===== src/common/osc_trim_pkg.sv =====
// Package: register map, field layout, timing and types of the trim and clock switch block
package osc_trim_pkg;

  // Bus widths
  localparam int ADDR_W = 18;
  localparam int DATA_W = 32;

  // Word offsets; the byte address is four times the index
  localparam logic [15:0] IDX_FACTORY_TRIM_HIGH = 16'hdee0;
  localparam logic [15:0] IDX_FACTORY_TRIM_LOW = 16'hdee1;
  localparam logic [15:0] IDX_OSC_TRIM_HIGH = 16'h0000;
  localparam logic [15:0] IDX_OSC_TRIM_LOW = 16'h0001;
  localparam logic [15:0] IDX_CLOCK_CTRL_STATUS = 16'h0002;
  localparam logic [15:0] IDX_TRIM_PROG_CTRL = 16'h0003;
  localparam logic [15:0] IDX_USER_TRIM_HIGH = 16'h0004;
  localparam logic [15:0] IDX_USER_TRIM_LOW = 16'h0005;

  // Field positions
  localparam int TRIM_LOW_LSB = 5;
  localparam int TRIM_LOW_MSB = 6;
  localparam int CCS_SLOW_SELECT = 0;
  localparam int CCS_FAST_FLAG = 1;
  localparam int CCS_SLOW_FLAG = 2;
  localparam int PROG_GO_BIT = 0;
  localparam int PROG_LATCH_BIT = 1;

  // Reset and erase values
  localparam logic [7:0] TRIM_HIGH_RESET = 8'hff;
  localparam logic [1:0] TRIM_LOW_RESET = 2'h3;
  localparam logic [7:0] ERASED_BYTE = 8'hff;

  // Factory trim bytes; arbitrary neutral values
  localparam logic [7:0] FACTORY_HIGH_DEFAULT = 8'h80;
  localparam logic [7:0] FACTORY_LOW_DEFAULT = 8'h40;

  // Startup clock option codes
  localparam logic [1:0] STARTUP_FAST = 2'h0;
  localparam logic [1:0] STARTUP_SLOW = 2'h1;
  localparam logic [1:0] STARTUP_EXT = 2'h2;

  // Switch sequence counts
  localparam logic [3:0] SLOW_WAIT_EDGES = 4'h3;
  localparam logic [3:0] FAST_WAIT_EDGES = 4'h8;
  localparam logic [3:0] FAST_FLAG_EDGES = 4'h2;

  // Nonvolatile programming time
  localparam int CLK_PERIOD_NS = 5;
  localparam int PROG_TIME_NS = 5000000;
  localparam int PROG_CYCLES = PROG_TIME_NS / CLK_PERIOD_NS;
  localparam int PROG_CNT_W = 21;

  // Bus answers
  localparam logic [1:0] RESP_OKAY = 2'h0;
  localparam logic [1:0] RESP_SLVERR = 2'h2;

  // Pins sampled from outside the clock domain
  typedef struct packed {
    logic fast_osc_clk;
    logic slow_osc_clk;
    logic incircuit_comm;
    logic auto_wakeup;
    logic readout_protect;
    logic [1:0] startup_clock_option;
  } osc_pins_type;

  localparam int PINS_W = $bits(osc_pins_type);

  // Oscillator control outputs
  typedef struct packed {
    logic fast_osc_enable;
    logic slow_osc_enable;
    logic sys_clock_slow;
    logic clock_hold_high;
  } osc_ctrl_type;

  typedef enum logic [2:0] {
    ST_FAST_RUN,
    ST_TO_SLOW_WAIT,
    ST_TO_SLOW_EDGE,
    ST_SLOW_RUN,
    ST_TO_FAST_COUNT,
    ST_TO_FAST_CLEAR,
    ST_TO_FAST_FLAG,
    ST_TO_FAST_EDGE
  } switch_state_type;

endpackage : osc_trim_pkg


===== src/osc_trim_clock_switch.sv =====
// Fast RC trim, user trim programming and glitch-free clock switch with AXI4-Lite registers
`timescale 1ns/100ps

module osc_trim_clock_switch
  import osc_trim_pkg::*;
#(
  parameter int PROG_CYCLES_P = PROG_CYCLES
) (
  // Clock and reset
  input wire logic aclk,
  input wire logic aresetn,
  // AXI4-Lite write address and data
  input wire logic awvalid,
  output logic awready,
  input wire logic [ADDR_W-1:0] awaddr,
  input wire logic [2:0] awprot,
  input wire logic wvalid,
  output logic wready,
  input wire logic [DATA_W-1:0] wdata,
  input wire logic [3:0] wstrb,
  // AXI4-Lite write response
  output logic bvalid,
  input wire logic bready,
  output logic [1:0] bresp,
  // AXI4-Lite read
  input wire logic arvalid,
  output logic arready,
  input wire logic [ADDR_W-1:0] araddr,
  input wire logic [2:0] arprot,
  output logic rvalid,
  input wire logic rready,
  output logic [DATA_W-1:0] rdata,
  output logic [1:0] rresp,
  // Oscillator pins and options
  input wire osc_pins_type pins,
  // Oscillator control and trim
  output osc_ctrl_type osc_ctrl,
  output logic [9:0] fast_osc_trim,
  output logic prog_busy
);

  ////////////////////////////////////////////////////////////////////////////
  // Input synchronisers

  logic [PINS_W-1:0] sync1_q, sync2_q, sync3_q;
  osc_pins_type pin_s, pin_prev;

  // Two flops per pin, a third for edges; no reset, so the startup option
  // has settled by the time reset lifts and no false edge follows it
  genvar gi;
  generate
    for (gi = 0; gi < PINS_W; gi++) begin : g_sync
      always_ff @(posedge aclk) begin
        sync1_q[gi] <= pins[gi];
        sync2_q[gi] <= sync1_q[gi];
        sync3_q[gi] <= sync2_q[gi];
      end
    end
  endgenerate

  assign pin_s = osc_pins_type'(sync2_q);
  assign pin_prev = osc_pins_type'(sync3_q);

  logic fast_rise, slow_rise, protect_fall;
  assign fast_rise = pin_s.fast_osc_clk & ~pin_prev.fast_osc_clk;
  assign slow_rise = pin_s.slow_osc_clk & ~pin_prev.slow_osc_clk;
  assign protect_fall = ~pin_s.readout_protect & pin_prev.readout_protect;

  ////////////////////////////////////////////////////////////////////////////
  // AXI4-Lite channel capture

  logic aw_held_q, w_held_q, wlane_q, bvalid_q, rvalid_q, do_write;
  logic [15:0] aw_idx_q, ar_idx;
  logic [7:0] wbyte_q;
  logic [1:0] bresp_q, rresp_q;
  logic [DATA_W-1:0] rdata_q;

  assign awready = ~aw_held_q & ~bvalid_q;
  assign wready = ~w_held_q & ~bvalid_q;
  assign arready = ~rvalid_q;
  assign bvalid = bvalid_q;
  assign bresp = bresp_q;
  assign rvalid = rvalid_q;
  assign rdata = rdata_q;
  assign rresp = rresp_q;
  // Write goes once both halves are held and no response is pending
  assign do_write = aw_held_q & w_held_q & ~bvalid_q;
  assign ar_idx = araddr[ADDR_W-1:2];

  // Address and data are taken independently, in either order
  always_ff @(posedge aclk) begin
    if (!aresetn) begin
      aw_held_q <= 1'b0;
      w_held_q <= 1'b0;
      aw_idx_q <= 16'h0000;
      wbyte_q <= 8'h00;
      wlane_q <= 1'b0;
    end else begin
      if (awvalid && awready) begin
        aw_held_q <= 1'b1;
        aw_idx_q <= awaddr[ADDR_W-1:2];
      end else if (do_write) begin
        aw_held_q <= 1'b0;
      end
      if (wvalid && wready) begin
        w_held_q <= 1'b1;
        wbyte_q <= wdata[7:0];
        wlane_q <= wstrb[0];
      end else if (do_write) begin
        w_held_q <= 1'b0;
      end
    end
  end

  ////////////////////////////////////////////////////////////////////////////
  // Trim register and programming control

  logic [7:0] trim_high_q, latch_high_q, latch_low_q, nv_high_q, nv_low_q;
  logic [1:0] trim_low_q;
  logic latch_en_q, prog_go_q, wr_en, prog_done, user_wr_ok;
  logic [PROG_CNT_W-1:0] prog_cnt_q;

  assign wr_en = do_write & wlane_q;
  assign prog_done = prog_go_q && (prog_cnt_q == PROG_CNT_W'(PROG_CYCLES_P - 1));
  // Latching only in write mode, not while programming, not under protection
  assign user_wr_ok = wr_en & latch_en_q & ~prog_go_q & ~pin_s.readout_protect;

  // Trim register; all ones after every reset
  always_ff @(posedge aclk) begin
    if (!aresetn) begin
      trim_high_q <= TRIM_HIGH_RESET;
      trim_low_q <= TRIM_LOW_RESET;
    end else if (wr_en && aw_idx_q == IDX_OSC_TRIM_HIGH) begin
      trim_high_q <= wbyte_q;
    end else if (wr_en && aw_idx_q == IDX_OSC_TRIM_LOW) begin
      trim_low_q <= wbyte_q[TRIM_LOW_MSB:TRIM_LOW_LSB];
    end
  end

  assign fast_osc_trim = {trim_high_q, trim_low_q};

  // Latch and program bits; a reset simply drops the cycle in flight
  always_ff @(posedge aclk) begin
    if (!aresetn) begin
      latch_en_q <= 1'b0;
      prog_go_q <= 1'b0;
      prog_cnt_q <= '0;
    end else if (prog_go_q) begin
      prog_cnt_q <= prog_cnt_q + PROG_CNT_W'(1);
      if (prog_done) begin
        prog_go_q <= 1'b0;
        latch_en_q <= 1'b0;
      end
    end else if (wr_en && aw_idx_q == IDX_TRIM_PROG_CTRL) begin
      latch_en_q <= wbyte_q[PROG_LATCH_BIT];
      // Program only starts from write mode and with protection off
      if (latch_en_q && wbyte_q[PROG_GO_BIT] && !pin_s.readout_protect) begin
        prog_go_q <= 1'b1;
        prog_cnt_q <= '0;
      end
    end
  end

  assign prog_busy = prog_go_q;

  // Latches capture user trim writes only in write mode
  always_ff @(posedge aclk) begin
    if (!aresetn) begin
      latch_high_q <= ERASED_BYTE;
      latch_low_q <= ERASED_BYTE;
    end else if (user_wr_ok && aw_idx_q == IDX_USER_TRIM_HIGH) begin
      latch_high_q <= wbyte_q;
    end else if (user_wr_ok && aw_idx_q == IDX_USER_TRIM_LOW) begin
      latch_low_q <= wbyte_q;
    end
  end

  // Nonvolatile cells keep their content across reset, hence no reset term
  always_ff @(posedge aclk) begin
    if (protect_fall) begin
      nv_high_q <= ERASED_BYTE;
      nv_low_q <= ERASED_BYTE;
    end else if (prog_done) begin
      nv_high_q <= latch_high_q;
      nv_low_q <= latch_low_q;
    end
  end

  ////////////////////////////////////////////////////////////////////////////
  // Clock switch sequencer

  switch_state_type state_q;
  logic slow_select_q;
  logic fast_flag_q;
  logic slow_flag_q;
  logic [3:0] edge_cnt_q;
  logic start_done_q;
  logic want_slow;

  // In-circuit mode overrides the select bit
  assign want_slow = slow_select_q & ~pin_s.incircuit_comm;

  // Select bit from software, plus startup option once after reset
  always_ff @(posedge aclk) begin
    if (!aresetn) begin
      slow_select_q <= 1'b0;
      start_done_q <= 1'b0;
    end else if (!start_done_q) begin
      start_done_q <= 1'b1;
      slow_select_q <= (pin_s.startup_clock_option == STARTUP_SLOW);
    end else if (wr_en && aw_idx_q == IDX_CLOCK_CTRL_STATUS) begin
      slow_select_q <= wbyte_q[CCS_SLOW_SELECT];
    end
  end

  // Select changes are only looked at in the two run states
  always_ff @(posedge aclk) begin
    if (!aresetn) begin
      state_q <= ST_FAST_RUN;
      fast_flag_q <= 1'b1;
      slow_flag_q <= 1'b0;
      edge_cnt_q <= 4'h0;
    end else begin
      case (state_q)
        ST_FAST_RUN: begin
          if (want_slow && start_done_q) begin
            state_q <= ST_TO_SLOW_WAIT;
            fast_flag_q <= 1'b0;
            edge_cnt_q <= 4'h0;
          end
        end
        ST_TO_SLOW_WAIT: begin
          if (slow_rise) begin
            edge_cnt_q <= edge_cnt_q + 4'h1;
            if (edge_cnt_q == SLOW_WAIT_EDGES - 4'h1) begin
              slow_flag_q <= 1'b1;
              state_q <= ST_TO_SLOW_EDGE;
            end
          end
        end
        ST_TO_SLOW_EDGE: begin
          if (slow_rise) begin
            state_q <= ST_SLOW_RUN;
          end
        end
        ST_SLOW_RUN: begin
          if (!want_slow) begin
            state_q <= ST_TO_FAST_COUNT;
            edge_cnt_q <= 4'h0;
          end
        end
        ST_TO_FAST_COUNT: begin
          if (fast_rise) begin
            edge_cnt_q <= edge_cnt_q + 4'h1;
            if (edge_cnt_q == FAST_WAIT_EDGES - 4'h1) begin
              state_q <= ST_TO_FAST_CLEAR;
            end
          end
        end
        ST_TO_FAST_CLEAR: begin
          if (slow_rise) begin
            slow_flag_q <= 1'b0;
            edge_cnt_q <= 4'h0;
            state_q <= ST_TO_FAST_FLAG;
          end
        end
        ST_TO_FAST_FLAG: begin
          if (fast_rise) begin
            edge_cnt_q <= edge_cnt_q + 4'h1;
            if (edge_cnt_q == FAST_FLAG_EDGES - 4'h1) begin
              fast_flag_q <= 1'b1;
              state_q <= ST_TO_FAST_EDGE;
            end
          end
        end
        ST_TO_FAST_EDGE: begin
          if (fast_rise) begin
            state_q <= ST_FAST_RUN;
          end
        end
        default: begin
          state_q <= ST_FAST_RUN;
        end
      endcase
    end
  end

  // Oscillator enables and clock mux select, registered to avoid glitches
  always_ff @(posedge aclk) begin
    if (!aresetn) begin
      osc_ctrl <= '{fast_osc_enable: 1'b1, slow_osc_enable: 1'b0,
                    sys_clock_slow: 1'b0, clock_hold_high: 1'b0};
    end else begin
      // Fast RC runs except when the slow clock alone is in use
      osc_ctrl.fast_osc_enable <= (state_q != ST_SLOW_RUN)
                                  | pin_s.incircuit_comm;
      // Slow RC off only in steady fast run without wake-up halt or external
      osc_ctrl.slow_osc_enable <= (state_q != ST_FAST_RUN) | pin_s.auto_wakeup
        | (pin_s.startup_clock_option == STARTUP_EXT);
      osc_ctrl.sys_clock_slow <= (state_q == ST_SLOW_RUN)
        | (state_q == ST_TO_FAST_COUNT) | (state_q == ST_TO_FAST_CLEAR)
        | (state_q == ST_TO_FAST_FLAG) | (state_q == ST_TO_FAST_EDGE);
      // Output held high between leaving fast and taking the slow edge
      osc_ctrl.clock_hold_high <= (state_q == ST_TO_SLOW_WAIT)
                                  | (state_q == ST_TO_SLOW_EDGE);
    end
  end

  ////////////////////////////////////////////////////////////////////////////
  // Write response and read data

  logic known_w;
  assign known_w = (aw_idx_q == IDX_OSC_TRIM_HIGH) | (aw_idx_q == IDX_OSC_TRIM_LOW)
    | (aw_idx_q == IDX_CLOCK_CTRL_STATUS) | (aw_idx_q == IDX_TRIM_PROG_CTRL)
    | (aw_idx_q == IDX_USER_TRIM_HIGH) | (aw_idx_q == IDX_USER_TRIM_LOW);

  // Ignored user trim writes still answer okay, as the bus cannot tell
  always_ff @(posedge aclk) begin
    if (!aresetn) begin
      bvalid_q <= 1'b0;
      bresp_q <= RESP_OKAY;
    end else if (do_write) begin
      bvalid_q <= 1'b1;
      bresp_q <= known_w ? RESP_OKAY : RESP_SLVERR;
    end else if (bready) begin
      bvalid_q <= 1'b0;
    end
  end

  // Reads answer one cycle after the address is taken
  always_ff @(posedge aclk) begin
    if (!aresetn) begin
      rvalid_q <= 1'b0;
      rdata_q <= '0;
      rresp_q <= RESP_OKAY;
    end else if (arvalid && arready) begin
      rvalid_q <= 1'b1;
      rdata_q <= '0;
      rresp_q <= RESP_OKAY;
      case (ar_idx)
        IDX_OSC_TRIM_HIGH: rdata_q[7:0] <= trim_high_q;
        IDX_OSC_TRIM_LOW: rdata_q[TRIM_LOW_MSB:TRIM_LOW_LSB] <= trim_low_q;
        IDX_FACTORY_TRIM_HIGH: rdata_q[7:0] <= FACTORY_HIGH_DEFAULT;
        IDX_FACTORY_TRIM_LOW: rdata_q[7:0] <= FACTORY_LOW_DEFAULT;
        IDX_CLOCK_CTRL_STATUS: begin
          rdata_q[CCS_SLOW_SELECT] <= slow_select_q;
          rdata_q[CCS_FAST_FLAG] <= fast_flag_q;
          rdata_q[CCS_SLOW_FLAG] <= slow_flag_q;
        end
        IDX_TRIM_PROG_CTRL: begin
          rdata_q[PROG_GO_BIT] <= prog_go_q;
          rdata_q[PROG_LATCH_BIT] <= latch_en_q;
        end
        IDX_USER_TRIM_HIGH, IDX_USER_TRIM_LOW: begin
          // No data while latching or protected
          if (latch_en_q || pin_s.readout_protect) begin
            rresp_q <= RESP_SLVERR;
          end else begin
            rdata_q[7:0] <= (ar_idx == IDX_USER_TRIM_HIGH) ? nv_high_q : nv_low_q;
          end
        end
        default: rresp_q <= RESP_SLVERR;
      endcase
    end else if (rready) begin
      rvalid_q <= 1'b0;
    end
  end

endmodule : osc_trim_clock_switch


===== config.mk =====
export PLATFORM = sky130hd
export DESIGN_NAME = osc_trim_clock_switch
export DESIGN_NICKNAME = d
export VERILOG_FILES = /design/src/common/osc_trim_pkg.sv /design/src/osc_trim_clock_switch.sv
export SDC_FILE = /design/constraint.sdc
export NUM_CORES = 1
export LEC_CHECK = 0
export ABC_AREA = 1
export BUFFER_PORTS_ARGS = -buffer_cell sky130_fd_sc_hd__buf_2
export CAP_MARGIN = 30
export CORE_UTILIZATION = 58
export DETAILED_ROUTE_END_ITERATION = 12
export PLACE_DENSITY = 0.85
export SYNTH_ARGS = -nofsm -noshare
export SYNTH_HDL_FRONTEND = slang
export SYNTH_SLANG_ARGS = --single-unit

===== constraint.sdc =====
create_clock -name aclk -period 4.1 [get_ports aclk]
set_input_delay 0.205 -clock aclk [delete_from_list [all_inputs] [get_ports aclk]]
set_output_delay 0.205 -clock aclk [all_outputs]
set_load 0.02 [all_outputs]

==> flow_summary.yaml, run 1 <==
outcome:
  status: "completed"
timing:
  period_share_pct: 52.45
  worstMarginPinSlew_ns: 0.7220
  clock.fmax_mhz: 465.0
  setup-tns-final_ns: 0
  rsz0062_at_grt: "false"
  fin_worst_skew_ns: 0.006813
  drv_slew: 0
  setup_viol: 0
  finalCriticalPeriod_ns: 2.150
  hold_violations: 0
  slew_headroom_pct: 51.86
die:
  dieArea_um2: 11210
  num_io_pins: 148
  fp.coreArea_um2: 10370
  num_rows: 37
  die_h_um: 105.9
  start_util_pct: 60.34
  fp.dieW_um: 105.9
flow_run:
  cap_violations: 0
critical_path:
  cp_max_fo: 20
  cpMaxStageDelayCell: "inv_2"
  path_class: "flop to flop"
  critPathRequiredTime_ns: 4.56
  crit_buf_inv: 1
  slowest_delay_ns: 0.42
  cp_top_family: "simple AND/OR/NAND/NOR gates"
  r2r_cells: 9
  crit_cells: 9
  cp.arrival_ns: 2.61
  cp_common_cell: "nand2_1"
  crit_chain: "ha_1 > nand2_1 > nor2_1 > nand2_1 > nor3_1 > nand2_1 > inv_2 > nand2_1 > nand3_1"
  cp-start-kind: "flop"
  crit_path_end_kind: "flop"
route:
  firstDrtPassIters: 5
  wirelength_um: 16020
  routedWlPerCell_um: 14.52
  vias: 5985
  drc: 0
  drt-initial-drc-count: 362
  vias_per_cell: 5.426
  ant_nets: 0
power_and_ir_drop:
  clkPwrFrac_pct: 47.1
  leakagePower_nw: 3.410
  p_int_mw: 2.642
  vdd_drop_max_uv: 488.5
  p_sw_share_pct: 26.64
  power.density_nw_per_um2: 471.3
  p_comb_share_pct: 12.9
  p_switching_mw: 0.9594
  seqPwrFrac_pct: 40.0
finish:
  layout_commonest_cell: "nand2_1"
  final_area_um2: 7642
  final_util_pct: 73.70
  diodes: 0
  syn2layout_area_growth_pct: 22.14
  mostFrequentLayoutCells: "nand2_1, dfxtp_1, nor2_1"
  fill_cells: 763
  drive_gt1_share_pct: 18.51
  nets: 1050
grt:
  grt_pass1_vias: 5621
  grt_use_total_pct: 29.94
  grt_max_degree: 69
  gr-total-overflow: 0
  grt_pass1_wl_um: 26190
  antenna_found_initial: 0
synth:
  async_flop_share_pct: 0
  yosys_register_bits: 136
  netlist_area_um2: 6257
  yosysUniqueCellTypes: 48
  yosysSeqAreaShare_pct: 43.51
  synth_ff_type: "dfxtp_1"
  synth_edf_count: 0
  syn_area_per_cell_um2: 7.440
  synthCells: 841
  yosys_warnings: 0
clock_network:
  cts.sinks: 136
  cts.repair.resized: 0
  numCtsBuffers: 17
  h-tree-depth: 4
  path_clk_slew_ns: 0.06
  cts_buffer_depth: 2
  cts-root-buf: "clkbuf_8"
  cts_tree: "yes"
  insertion_delay_ns: 0.54
placement:
  portBuffers: 84
  gp_congestion: 0.9330
  dp_hpwl_um: 9734
  placed_cell_area_um2: 6635
hold_path:
  hold_path_depth: 4
  hp-class: "primary input to flop"
## timing repair
action,in CTS,in global routing
hold endpoints to repair,34,0
buffers inserted,0,0
hold buffers,35,0
## state kept, by name (all words and copies together) (netlist names), 7 cells and up
signal        cells
prog_cnt_q       21
trim_high_q       8
latch_high_q      8
nv_low_q          8
sync1_q           7
rdata             8
wbyte_q           8
pin_s             7
nv_high_q         8
aw_idx_q         16
latch_low_q       8
## worst register-to-register path: cells and delay by family (launching register included)
kind / cells / cell delay (ns)
AND/OR/NAND/NOR: 7 / 1.11
buffers and inverters: 1 / 0.43
flip-flops: 1 / 0.36
adder cells (fa/ha/maj): 1 / 0.17
## cells by family after synthesis
kind of cell | Yosys count | share of synthesized area, %
adders and majority gates | 4 | 0.7999
buffers and inverters | 140 | 10.82
xor gates and xnor gates | 1 | 0.1400
AOI/OAI and AO/OA | 155 | 14.96
DFF | 136 | 43.51
other | 1 | 0.05993
and+or+nand+nor | 404 | 29.71
## cells in the mapped netlist, types with 2 or more instances
cell      instances  area (µm²)
inv_1            74       277.8
nand3_2           3       30.03
clkinv_1          2       7.510
nand2_2           9       56.30
buf_1             2       7.510
buf_6             4       45.04
nor2_1           98       367.9
buf_4            30       225.2
o211ai_1         14       105.1
buf_2             2       10.01
inv_4             2       12.51
ha_1              4       50.05
nor2_4            4       45.04
inv_2            10       37.54
o22ai_1           2       12.51
clkbuf_1         13       48.80
nand2_1         167       626.9
nand4_1          11       68.82
o21ai_1          11       55.05
nand3b_1          3       22.52
o211ai_2         11       137.6
nand3_1          67       335.3
nor2_2           10       62.56
nor3_1           21       105.1
a21oi_2           3       26.28
nor4_1            2       12.51
a21oi_1          61       305.3
o21ai_0          46       230.2
dfxtp_1         136        2723
## power groups by stage
stage	Clock [mW]	Sequential, mW	Combinational, mW
2_1_floorplan	0	1.47	0.320
3_3_place_gp	0	1.46	0.403
3_5_place_dp	0	1.46	0.414
4_1_cts	1.70	1.44	0.449
5_1_grt	1.77	1.45	0.511
6_report	1.69	1.44	0.465
## final cells by class
cell class,instances,area (µm²),share of cell area (%)
multi-input combinational,590,2952,38.62
sequential,136,2723,35.63
timing repair buffer,121,805.8,10.54
clock buffer,20,445.4,5.828
inverter,88,335.3,4.388
clock inverter,12,211.5,2.767
tap,136,170.2,2.227
## routing by layer
layer  GRT usage, %  vias up  wire [µm]  share of wire (%)
met3          6.184       38       1229                7.7
met2          51.82      273       7915                 49
met5              0        -          0                  0
met4          13.79        0        380                2.4
li1               -     2940          -                  -
met1          35.46     2734       6491                 41
## worst paths after layout
kind / from / slack [ns] / end
worst max-delay path: prog_cnt_q[0] / 1.95 / nv_high_q[6]
worst min-delay path: arvalid / 0.13 / rdata[1]
worst min register to register: sync1_q[4] / 0.33 / pin_s[4]
worst max register to register: prog_cnt_q[0] / 1.95 / nv_high_q[6]
## per-stage QoR
stage | power (mW) | std cells | hold WS [ns] | worst slack [ns]
floorplan | 1.788 | 866 | 0.2327 | 2.552
global route | 3.725 | 1103 | 0.1757 | 1.747
CTS | 3.585 | 1103 | 0.1268 | 1.981
global placement | 1.865 | 1035 | 0.3074 | 2.004
finish | 3.602 | 1103 | 0.1338 | 1.950
detailed placement | 1.879 | 1036 | 0.3093 | 1.988
Power figures use the tool's default switching activity.
==> inputs of run 2 (changes only) <==
--- a/config.mk
+++ b/config.mk
@@ -8,9 +8,9 @@
 export ABC_AREA = 1
 export BUFFER_PORTS_ARGS = -buffer_cell sky130_fd_sc_hd__buf_2
 export CAP_MARGIN = 30
-export CORE_UTILIZATION = 58
+export CORE_UTILIZATION = 54
 export DETAILED_ROUTE_END_ITERATION = 12
-export PLACE_DENSITY = 0.85
+export PLACE_DENSITY = 0.8
 export SYNTH_ARGS = -nofsm -noshare
 export SYNTH_HDL_FRONTEND = slang
 export SYNTH_SLANG_ARGS = --single-unit
==> constraint.sdc (replaced) <==
create_clock -name aclk -period 2.1 [get_ports aclk]
set_input_delay 0.105 -clock aclk [delete_from_list [all_inputs] [get_ports aclk]]
set_output_delay 0.105 -clock aclk [all_outputs]
set_load 0.02 [all_outputs]
==> run 2 against run 1 <==
Against the previous run:
- count of clock-buffer cells in the layout unchanged
- core utilization shrank 5.2 points
- combinational power rose by 90%
- critical path type unchanged
- largest power group unchanged
- highest routed layer unchanged
==> flow_summary.yaml, run 2 (synthesis gave the netlist of run 1 again) <==
finish:
  reg_top3: "prog_cnt_q (21), aw_idx_q (16)"
  drive_gt1_share_pct: 18.90
  diodes: 0
  regMostFlops: "prog_cnt_q"
  mostFrequentLayoutCells: "nand2_1, dfxtp_1, nor2_1"
  largest_register_ffs: 21
  layout_commonest_cell: "nand2_1"
  syn2layout_area_growth_pct: 21.24
  nets: 1051
timing:
  clock.fmax_mhz: 536.6
  fin_worst_skew_ns: 0.008209
  drv_slew: 0
  hold_violations: 0
  period_share_pct: 88.74
  rsz0062_at_grt: "false"
  finalCriticalPeriod_ns: 1.864
  slew_headroom_pct: 52.93
  setup-tns-final_ns: 0
  setup_viol: 0
  worstMarginPinSlew_ns: 0.7061
  timing.hold.ws_ns: 0.005361
clock_network:
  cts-root-buf: "clkbuf_16"
  cts.sinks: 136
  numCtsBuffers: 17
  path_clk_slew_ns: 0.06
  h-tree-depth: 4
  cts_tree: "yes"
  insertion_delay_ns: 0.42
  cts_buffer_depth: 2
critical_path:
  crit_path_end_kind: "flop"
  critPathRequiredTime_ns: 2.40
  path_class: "flop to flop"
  cp.arrival_ns: 2.17
  cp-start-kind: "flop"
  cp_max_fo: 18
placement:
  portBuffers: 84
  dp_hpwl_um: 9899
  gp_congestion: 0.8794
die:
  start_util_pct: 56.48
  fp.dieW_um: 109.6
  num_io_pins: 148
  dieArea_um2: 12020
  die_h_um: 109.6
  num_rows: 38
  fp.coreArea_um2: 11080
grt:
  gr-total-overflow: 0
  grt_pass1_vias: 5291
  grt_max_degree: 68
  antenna_found_initial: 0
  grt_use_total_pct: 26.75
  grt_pass1_wl_um: 24630
flow_run:
  cap_violations: 0
route:
  wirelength_um: 15230
  drc: 0
  drt-initial-drc-count: 416
  vias_per_cell: 5.274
  ant_nets: 0
  firstDrtPassIters: 5
  routedWlPerCell_um: 13.75
  vias: 5844
power_and_ir_drop:
  power.density_nw_per_um2: 882.8
  leakagePower_nw: 3.385
  p_int_mw: 4.846
  vdd_drop_max_uv: 820.4
  p_comb_share_pct: 13.2
  p_sw_share_pct: 27.63
  clkPwrFrac_pct: 44.9
  p_switching_mw: 1.850
  seqPwrFrac_pct: 41.9
outcome:
  status: "completed"
hold_path:
  hp-class: "primary input to flop"
run 2: changes by cell type in the layout (fill, tap and decap cells not counted), sizes merged:
| cell | change |
|---|---|
| clkinv | +5 |
| buf | +3 |
| bufinv | -3 |
| dlygate4sd3 | -2 |
| inv | -2 |
run 2: area by class of cell:
type / count / area [µm²]
inverters: 88 / 335.3
clock inverters: 12 / 141.4
repair buffers: 122 / 800.8
clock buffers: 20 / 456.7
multi-input cells: 590 / 2954
well taps: 140 / 175.2
fillers: 912 / 3492
flip-flops and latches: 136 / 2723
run 2: power groups by stage:
stage                     registers (mW)  logic (mW)  clock network (mW)
after floorplan                     2.87       0.624                   0
after global placement              2.85       0.802                   0
after global routing                2.82       0.979                3.14
after detailed placement            2.86       0.820                   0
after CTS                           2.80       0.872                3.00
final                               2.81       0.885                3.00
run 2: final timing paths:
path | start | to | slack (ns) | depth (start not counted)
min | awaddr[5] | aw_idx_q[3] | 0.005 | 3
max reg2reg | bvalid | wlane_q | 0.24 | 5
min reg2reg | sync1_q[1] | pin_s[1] | 0.33 | 0
max | bvalid | wlane_q | 0.24 | 5
run 2: critical path, cell delays in order, from the launching register on:
cell	delay (ns)
dfxtp_1	0.37
nor2_1	0.24
nand2_2	0.27
o21ai_0	0.22
nor2_1	0.07
dlygate4sd3_1	0.58
run 2: routing by layer:
| metal | vias to the layer above | wire length [µm] | global-route usage (%) |
|---|---|---|---|
| li1 | 2947 | - | - |
| met1 | 2661 | 6783 | 32.91 |
| met2 | 208 | 7290 | 46.14 |
| met3 | 28 | 923 | 6.639 |
| met4 | 0 | 233 | 7.905 |
| met5 | - | 0 | 0 |
run 2: what timing repair did:
item,CTS,global route
gates resized for setup,0,1
hold buffers,33,0
hold endpoints to repair,32,0
endpoints found under the setup margin,0,1
buffers inserted,0,0
run 2: through the flow:
stage / util [%] / instances / power, mW / cell area, µm² / setup slack (ns)
2_1_floorplan: - / 866 / 3.491 / 6351 / 0.5524
3_3_place_gp: 60.07 / 1043 / 3.656 / 6655 / 0.4344
3_5_place_dp: 60.07 / 1043 / 3.680 / 6655 / 0.3913
4_1_cts: 68.45 / 1108 / 6.680 / 7584 / 0.2084
5_1_grt: 68.48 / 1108 / 6.943 / 7586 / 0.1400
6_report: 68.48 / 1108 / 6.697 / 7586 / 0.2364
